<file path="config.mk">
export PLATFORM = sky130hd
export DESIGN_NAME = ahb_port
export DESIGN_NICKNAME = d
export VERILOG_FILES = /design/src/rtl/ahb_port.v
export VERILOG_INCLUDE_DIRS = /design/src /design/src/include
export SDC_FILE = /design/constraint.sdc
export NUM_CORES = 1
export LEC_CHECK = 0
export BUFFER_PORTS_ARGS = -buffer_cell sky130_fd_sc_hd__buf_2
export CORE_MARGIN = 2
export CORE_UTILIZATION = 48
export CTS_CLUSTER_DIAMETER = 50
export CTS_CLUSTER_SIZE = 14
export DETAILED_ROUTE_END_ITERATION = 6
export GPL_ROUTABILITY_DRIVEN = 0
export PLACE_DENSITY = 0.87
export SLEW_MARGIN = 25
export SYNTH_ARGS = -nofsm -noshare
export SYNTH_HDL_FRONTEND = slang
export SYNTH_SLANG_ARGS = --single-unit
</file>
<file path="constraint.sdc">
create_clock -name clk -period 2.9 [get_ports clk]
set_input_delay 0.435 -clock clk [delete_from_list [all_inputs] [get_ports clk]]
set_output_delay 0.435 -clock clk [all_outputs]
set_load 0.01 [all_outputs]
</file>
<file path="src/include/ahb_port_defs.vh">
// Operation
// - device asserts wait while access cannot complete
// - interface type latched at reset release
// - accept select, shared high enable, write, read
// - 16-bit data bus, 17-bit address input
// - memory select steers to registers or memory
// - hold wait until data valid or accepted
// - high enable plus address bit 0 steer bytes
// - wait polarity strap latched at reset
`ifndef AHB_PORT_DEFS_VH
`define AHB_PORT_DEFS_VH
`define AHB_ADDR_W 17
`define AHB_DATA_W 16
`define AHB_MODE_W 3
`define AHB_MODE_GENERIC2 3'h4
`define AHB_ARB_LAT 4'h3
`define AHB_CNT_W 4
`endif

</file>
<file path="src/rtl/ahb_port.v">
`timescale 1ns/1ps
`include "ahb_port_defs.vh"
module ahb_port (
   clk,
   reset_n,
   lcd_window_select_n,
   rd_n,
   low_byte_write_enable_n,
   high_byte_enable_n,
   mem_reg_select,
   bus_start_n,
   rd_wr_n,
   device_address_bus,
   device_data_bus_in,
   device_data_bus_out,
   device_data_bus_oe,
   mode_strap,
   wait_polarity_strap,
   wait_out,
   wait_oe,
   mode_ok,
   int_req,
   int_mem_sel,
   int_write,
   int_addr,
   int_wdata,
   int_be,
   int_ack,
   int_rdata
);
   input wire clk;
   input wire reset_n;
   input wire lcd_window_select_n;
   input wire rd_n;
   input wire low_byte_write_enable_n;
   input wire high_byte_enable_n;
   input wire mem_reg_select;
   input wire bus_start_n;
   input wire rd_wr_n;
   input wire [`AHB_ADDR_W-1:0] device_address_bus;
   input wire [`AHB_DATA_W-1:0] device_data_bus_in;
   output reg [`AHB_DATA_W-1:0] device_data_bus_out;
   output wire device_data_bus_oe;
   input wire [`AHB_MODE_W-1:0] mode_strap;
   input wire wait_polarity_strap;
   output wire wait_out;
   output wire wait_oe;
   output wire mode_ok;
   output wire int_req;
   output reg int_mem_sel;
   output reg int_write;
   output reg [`AHB_ADDR_W-1:0] int_addr;
   output reg [`AHB_DATA_W-1:0] int_wdata;
   output reg [1:0] int_be;
   input wire int_ack;
   input wire [`AHB_DATA_W-1:0] int_rdata;

   localparam ST_IDLE = 4'h1;
   localparam ST_REQ = 4'h2;
   localparam ST_DONE = 4'h4;
   localparam ST_END = 4'h8;

   // port behaviour in brief:
   // - an access opens when the synced select is low with exactly one
   //   strobe low, the port was strapped for this bus type, and the two
   //   unused pins sit high
   // - the edge that takes the access raises the wait indication and the
   //   internal request together, so the host never sees a gap
   // - address, byte lanes, direction, memory select and write data are
   //   captured once at the take edge; the host holds them until release
   // - the internal side answers with an acknowledge; the latency counter
   //   keeps the request up for a minimum arbitration time as well
   // - read data is registered on the acknowledge edge and stays on the
   //   output register until the next read replaces it
   // - wait is released one edge after the data register was loaded, so
   //   read data is settled before the host can end its cycle
   // - the sequencer then parks in its end state until the host has
   //   raised select, which stops one long select from opening two cycles
   // - both strobes low at once is treated as no access at all
   // - straps are static board levels; they are caught on the first edge
   //   after reset and never looked at again by the sequencer
   // - until that first edge the wait pin shows the released level for
   //   the strap as it stands, so no false wait appears during reset
   //
   // limitations:
   // - the synchroniser adds two edges of lag on every control pin, so a
   //   host strobe shorter than one clock period can be missed
   // - the data and address pins are not synchronised; they are only
   //   read at the take edge, which is well after they became stable
   // - no burst support: each access needs select to go high in between
   // - the wait enable is always on; an open-drain board would have to
   //   gate the pin outside this block
   //
   // byte lanes (bit 1 high byte, bit 0 low byte):
   // - high enable low, even address: both lanes
   // - odd address: high lane only
   // - high enable high, even address: low lane only
   //
   // wait polarity:
   // - strap high: the pin is high while waiting
   // - strap low: the pin is low while waiting

   reg [5:0] sync1_ff;
   reg [5:0] sync2_ff;
   wire [5:0] pin_raw;
   reg [`AHB_MODE_W-1:0] mode_ff;
   reg wait_pol_ff;
   reg strap_taken_ff;
   reg [3:0] state_ff;
   reg [3:0] nxt_state;
   reg wait_ff;
   reg [`AHB_CNT_W-1:0] lat_ff;
   wire cs_s, rd_s, wr_s, hbe_s, idle_s;
   wire access_s;

   // raw control pins, one bit per synchroniser lane
   assign pin_raw = {rd_wr_n, bus_start_n, high_byte_enable_n,
      low_byte_write_enable_n, rd_n, lcd_window_select_n};

   // control pins are asynchronous to clk; two stages before any logic
   genvar gi;
   generate
      for (gi = 0; gi < 6; gi = gi + 1) begin : g_sync
         always @(posedge clk or negedge reset_n) begin
            if (!reset_n) begin
               sync1_ff[gi] <= 1'b1; // idle level of every pin is high
               sync2_ff[gi] <= 1'b1;
            end else begin
               sync1_ff[gi] <= pin_raw[gi];
               sync2_ff[gi] <= sync1_ff[gi];
            end
         end
      end
   endgenerate

   // decoded control levels, all taken from the second stage
   assign cs_s = ~sync2_ff[0];
   assign rd_s = ~sync2_ff[1];
   assign wr_s = ~sync2_ff[2];
   assign hbe_s = ~sync2_ff[3];
   assign idle_s = sync2_ff[4] & sync2_ff[5]; // unused pins tied high by host
   // read and write together is illegal; treat as no access
   assign access_s = cs_s & (rd_s ^ wr_s);

   // straps caught on first edge after reset release
   always @(posedge clk or negedge reset_n) begin
      if (!reset_n) begin
         mode_ff <= 3'h0;
         wait_pol_ff <= 1'b0;
         strap_taken_ff <= 1'b0;
      end else if (!strap_taken_ff) begin
         mode_ff <= mode_strap;
         wait_pol_ff <= wait_polarity_strap;
         strap_taken_ff <= 1'b1;
      end
   end
   // port only serves once generic #2 mode was strapped
   assign mode_ok = strap_taken_ff & (mode_ff == `AHB_MODE_GENERIC2) & idle_s;

   // cycle sequencer: wait asserted from select until data ready
   always @* begin
      nxt_state = state_ff;
      case (state_ff)
         ST_IDLE: if (mode_ok && access_s) nxt_state = ST_REQ;
         ST_REQ: if (int_ack && lat_ff == 4'h0) nxt_state = ST_DONE;
         ST_DONE: nxt_state = ST_END;
         ST_END: if (!cs_s) nxt_state = ST_IDLE;
         default: nxt_state = ST_IDLE;
      endcase
   end

   always @(posedge clk or negedge reset_n) begin
      if (!reset_n) begin
         state_ff <= ST_IDLE;
         wait_ff <= 1'b0;
         lat_ff <= 4'h0;
         int_mem_sel <= 1'b0;
         int_write <= 1'b0;
         int_addr <= 17'h00000;
         int_wdata <= 16'h0000;
         int_be <= 2'h0;
         device_data_bus_out <= 16'h0000;
      end else begin
         state_ff <= nxt_state;
         if (state_ff == ST_IDLE && nxt_state == ST_REQ) begin
            // capture is safe: host holds bus until release
            wait_ff <= 1'b1;
            lat_ff <= `AHB_ARB_LAT;
            int_mem_sel <= mem_reg_select;
            int_write <= wr_s;
            int_addr <= device_address_bus;
            int_wdata <= device_data_bus_in;
            // 16-bit needs even address; 8-bit picks lane by bit 0
            int_be <= hbe_s ? (device_address_bus[0] ? 2'h2 : 2'h3)
               : (device_address_bus[0] ? 2'h2 : 2'h1);
         end else if (state_ff == ST_REQ) begin
            if (lat_ff != 4'h0)
               lat_ff <= lat_ff - 4'h1;
            if (nxt_state == ST_DONE) begin
               if (!int_write)
                  device_data_bus_out <= int_rdata;
            end
         end else if (state_ff == ST_DONE) begin
            wait_ff <= 1'b0;
         end
      end
   end

   // internal request held for whole arbitration phase
   assign int_req = (state_ff == ST_REQ);
   assign device_data_bus_oe = cs_s & rd_s & ~int_write & (state_ff != ST_IDLE);
   // before the strap is caught, show the released level for the live strap
   assign wait_out = strap_taken_ff ? (wait_ff ^ ~wait_pol_ff)
      : ~wait_polarity_strap;
   assign wait_oe = 1'b1;
endmodule // ahb_port

</file>
Word-level counts from Yosys, hierarchy flattened
Cells that the tools add are included.
{"block": "totals", "word_cells": 75, "ff_bits": 79, "input_bits": 63, "out_inout_bits": 58}
{"block": "classes", "add_sub_neg": 1, "n_reduce_logical": 11, "bitwise_logic": 16, "n_eq_ne": 9, "muxes": 14}
{"operator": "4-bit 2-to-1 mux", "n": 6}
{"operator": "4-bit case mux with 4 select lines", "n": 1}
{"operator": "4-bit by 2-bit == test with 1-bit output (second input constant)", "n": 2}
{"operator": "4-bit by 3-bit == test with 1-bit output (second input constant)", "n": 2}
{"operator": "1-bit bitwise AND", "n": 7}
{"operator": "1-bit inverter", "n": 7}
{"operator": "2-bit nonzero test", "n": 3}
{"operator": "1-bit 2-to-1 mux", "n": 5}
{"operator": "4-bit by 1-bit == test with 1-bit output (second input constant)", "n": 1}
{"operator": "4-bit == test (second input constant)", "n": 1}
{"operator": "4-bit logical NOT", "n": 1}
{"operator": "2-bit 2-to-1 mux", "n": 2}
{"operator": "4-bit by 1-bit inequality test with 1-bit output (second input constant)", "n": 1}
{"operator": "2-bit AND reduction", "n": 2}
{"operator": "4-bit AND reduction", "n": 1}
{"operator": "4-bit nonzero test", "n": 1}
{"operator": "4-bit by 1-bit subtractor with 4-bit output (second input constant)", "n": 1}
{"operator": "3-bit == test (second input constant)", "n": 1}
{"operator": "1-bit logical AND", "n": 3}
{"operator": "2-bit by 1-bit inequality test with 1-bit output (second input constant)", "n": 1}
{"operator": "1-bit bitwise XOR", "n": 2}

Logic depth before layout (Yosys ltp)
{"block": "depth", "word_depth": 10, "depth_mapped": 6, "mapped_depth_nobuf": 5}

Worst setup path before layout
Ideal clock, no wire load.
{"block": "synth_path", "kind": "register to register", "from": "register lat_ff[0]", "to": "register device_data_bus_out[10]", "setup_time_ns": 0.125, "stages_incl_launch_ff": 7, "arrival_ns": 1.895, "setup_slack_ns": 0.880, "t_required_ns": 2.775, "n_path_buf": 1, "period_less_slack_ns": 2.020, "cell_sequence": "dfrtp_1 > inv_1 > ha_1 > or4bb_1 > nor3_4 > buf_8 > mux2_2"}
{"block": "synth_via", "elab_chain_len": 8, "word_cells_on_any_way": 9, "cone_classes": "eq/ne: 2; mux: 2; bitwise: 1; reduce/logical: 4"}
{"item": "from (decl)", "line_no": "ahb_port.v:112", "text": "reg [`AHB_CNT_W-1:0] lat_ff;"}
{"item": "from (signal assigned)", "line_no": "ahb_port.v:188", "text": "lat_ff <= `AHB_ARB_LAT;"}
{"item": "from (signal assigned)", "line_no": "ahb_port.v:198", "text": "lat_ff <= lat_ff - 4'h1;"}
{"item": "4-bit logical NOT (*)", "line_no": "ahb_port.v:165", "text": "ST_REQ: if (int_ack && lat_ff == 4'h0) nxt_state = ST_DONE;"}
{"item": "1-bit logical AND (*)", "line_no": "ahb_port.v:165"}
{"item": "4-bit 2-to-1 mux (*)", "line_no": "ahb_port.v:165"}
{"item": "4-bit case mux with 4 select lines (*)", "line_no": "ahb_port.v:163", "text": "case (state_ff)"}
{"item": "4-bit by 2-bit == test with 1-bit output", "line_no": "ahb_port.v:185", "text": "if (state_ff == ST_IDLE && nxt_state == ST_REQ) begin"}
{"item": "1-bit logical AND", "line_no": "ahb_port.v:185"}
{"item": "1-bit inverter (no line)"}
{"item": "4-bit AND reduction (no line) (*)"}
{"item": "to (signal assigned)", "line_no": "ahb_port.v:201", "text": "device_data_bus_out <= int_rdata;"}
{"item": "to (decl)", "line_no": "ahb_port.v:42", "text": "output reg [`AHB_DATA_W-1:0] device_data_bus_out;"}
Mark *: on every way between the ends. The rest lies on a longest branch, timed or not.
A chain may end at the register's enable or synchronous reset.

Final worst setup path
{"block": "layout_path", "from": "register state_ff[2]", "to": "output int_req"}
{"block": "layout_via", "elab_chain_len": 1}
{"item": "from (decl)", "line_no": "ahb_port.v:109", "text": "reg [3:0] state_ff;"}
{"item": "from (signal assigned)", "line_no": "ahb_port.v:184", "text": "state_ff <= nxt_state;"}
{"item": "4-bit by 2-bit == test with 1-bit output", "line_no": "ahb_port.v:210", "text": "assign int_req = (state_ff == ST_REQ);"}
{"item": "to (decl)", "line_no": "ahb_port.v:49", "text": "output wire int_req;"}
Every way passes these cells.

==> flow_summary.json <==
{
  "outcome": "finished, final reports clean",
  "grt_util_all_layers_pct": 17.8,
  "grt_pass1_wl_mm": 9.89,
  "antenna_left": 0,
  "drv_slew": 0,
  "drive_gt1_share_pct": 63.7,
  "cts_tree": "built",
  "setup-violations-final": 0,
  "drt-vias-per-instance": 5.01,
  "critPathTopFamily": "simple AND/OR/NAND/NOR gates",
  "max_cap_viol_count": 0,
  "grt_pass1_vias": 2111,
  "power_density_nw_per_um2": 613,
  "grt_remaining_overflow": 0,
  "setup-tns-final_ns": 0,
  "avgSynthCellArea_um2": 15.4,
  "crit_path_max_fanout": 8,
  "cp_slowest_cell": "or4b_1",
  "cts_hold_buf": 0,
  "p_leak_nw": 2.15,
  "drtIter0Drc": 83,
  "worst-slew-pin-transition_ns": 0.698,
  "crit_chain": "or4b_1, clkinv_1, buf_2",
  "yosys-top-cells-area": "dfrtp_1 55%, mux2_2 21%, dfstp_2 11%",
  "max_stage_delay_ns": 0.68,
  "fin_util_pct": 65.4,
  "critPathLaunchType": "flip-flop",
  "antenna_found_initial": 0,
  "vias": 2002,
  "wl_mm": 5.69,
  "synth.top_cell.area_share_pct": 54.7,
  "cts_resized": 0,
  "drtPass1Iterations": 4,
  "max_freq_ghz": 0.445,
  "rsz0062_at_grt": "false",
  "clk_latency_ns": 0.33,
  "final_common_cell": "buf_2",
  "fin_cells": 400,
  "path_class": "reg -> out",
  "io_buffers": 119,
  "die_area_um2": 6940,
  "critPathArrivalTime_ns": 1.81,
  "yosys.area.top_type": "dfrtp_1",
  "ys_types": 38,
  "cts_root_buf": "clkbuf_8",
  "rows": 28,
  "clkSinkCount": 79,
  "clkTransAtPathRegs_ns": 0.07,
  "hp-class": "in -> async",
  "crit_path_end_kind": "output pin",
  "relSlewSlack_pct": 53.5,
  "die_w_um": 83.3,
  "dp.cells": 384,
  "hpwl_mm": 4.06,
  "dieHeight_um": 83.3,
  "nets": 384,
  "cts_buffers": 9,
  "clk_path_buf_depth": 2,
  "yosysWarnings": 0,
  "diodes": 0,
  "final_cell_mix": "118 x buf_2, 66 x dfrtp_1, 55 x mux2_2",
  "initial_core_util_pct": 50.4,
  "drc": 0,
  "critPathBufInv": 2,
  "ir_drop_uv": 382,
  "post-cts-setup-buffers": 0,
  "core-area_um2": 5990,
  "synth_seq_cells": 79,
  "syn_area_um2": 3020,
  "synth-seq-area-share_pct": 66.0,
  "fin_crit_ns": 2.25,
  "fin_crit_sh_pct": 77.5,
  "htree_levels": 3,
  "area_delta_synth_final_pct": 29.7,
  "post_drt_wl_per_cell_um": 14.2,
  "cp.required_ns": 2.47,
  "grt_max_degree": 80,
  "netlist_instances": 196,
  "num_io_pins": 121,
  "clock_skew_ns": 0.00953,
  "hold_viol": 0
}
kinds of logic (layout without fill, tap and decap cells):
kind of cell | after synthesis | in the layout | share of synthesized area [%]
buffers and inverters | 17 | 145 | 2.86
adders and majority gates | 1 | 1 | 0.414
xor gates and xnor gates | 2 | 2 | 0.580
and+or+nand+nor | 24 | 24 | 5.72
DFF | 79 | 79 | 66.0
other | 1 | 2 | 0.124
muxes | 57 | 57 | 21.2
AOI/OAI and AO/OA | 15 | 15 | 3.15
final cells by class:
type / instances / area, um^2
Clock buffer: 13 / 159
Clock inverter: 3 / 65.1
Fill cell: 450 / 2070
Inverter: 8 / 30.0
Multi-Input combinational cell: 101 / 946
Sequential cell: 79 / 1990
Tap cell: 75 / 93.8
Timing Repair Buffer: 121 / 629
power breakdown:
| group | internal, mW | switching [mW] | total [mW] |
|---|---|---|---|
| combinational | 0.141 | 0.128 | 0.269 |
| clock | 0.532 | 0.362 | 0.894 |
| sequential | 1.19 | 0.0470 | 1.24 |
worst register-to-register path, stage by stage (launching register included):
cell     delay, ns
dfrtp_1       0.42
inv_1         0.08
ha_1          0.22
or4bb_1       0.50
nor3_4        0.14
buf_4         0.25
mux2_2        0.36
Yosys cell counts:
master,count
a211o_2,1
a21o_1,2
a21oi_1,5
a31oi_1,1
and3_1,3
and3b_1,1
and4_1,1
buf_2,6
buf_4,1
buf_8,1
clkbuf_1,1
clkinv_1,1
conb_1,1
dfrtp_1,66
dfstp_2,13
ha_1,1
inv_1,7
mux2_2,55
mux2i_1,2
nand2_1,1
nand2b_1,1
nand3_1,2
nand4b_1,1
nor2_1,3
nor3_1,2
nor3_4,1
nor3b_1,2
nor4_1,1
nor4b_1,1
nor4bb_1,1
o21ai_0,3
o21bai_1,2
o41ai_1,1
or3b_2,1
or4b_1,1
or4bb_1,1
xnor2_1,1
xor2_1,1
layer usage:
metal	up-vias	GRT usage, %	share of wire, %
met1	967	22.0	40
met2	86	28.4	50
li1	940	-	-
met5	-	0	0
met3	9	7.06	8.5
met4	0	6.26	1.3
path summary, 6_finish.rpt:
kind                                     from                      to  slack, ns  cells past startpoint
max                               state_ff[2]                 int_req       0.65                      3
min                                   reset_n               lat_ff[2]       0.09                      1
max reg2reg                         lat_ff[0]  device_data_bus_out[2]       0.83                      6
min in group clk           high_byte_enable_n             sync1_ff[3]       0.20                      1
max in group asynchronous             reset_n            int_wdata[7]       2.29                      1
min reg2reg                       sync1_ff[4]             sync2_ff[4]       0.35                      0
flip-flops by register name, summed over array words and instances (netlist names), 2 cells and up:
register / flops
int_addr: 17
device_data_bus_out: 16
int_wdata: 16
sync1_ff: 6
sync2_ff: 6
lat_ff: 4
state_ff: 4
mode_ff: 3
int_be: 2
per-stage QoR:
stage                     setup slack, ns  hold WS, ns  instance area, um^2  total power [mW]
final                               0.652       0.0928                 3920              2.40
after global routing                0.576        0.160                 3920              2.53
after CTS                           0.644        0.173                 3910              2.43
after detailed placement            0.849        0.347                 3690              1.53
after global placement              0.897        0.346                 3690              1.51
after floorplan                     0.880        0.139                 3020              1.38
Note: power is estimated with default switching activity, not from simulation.
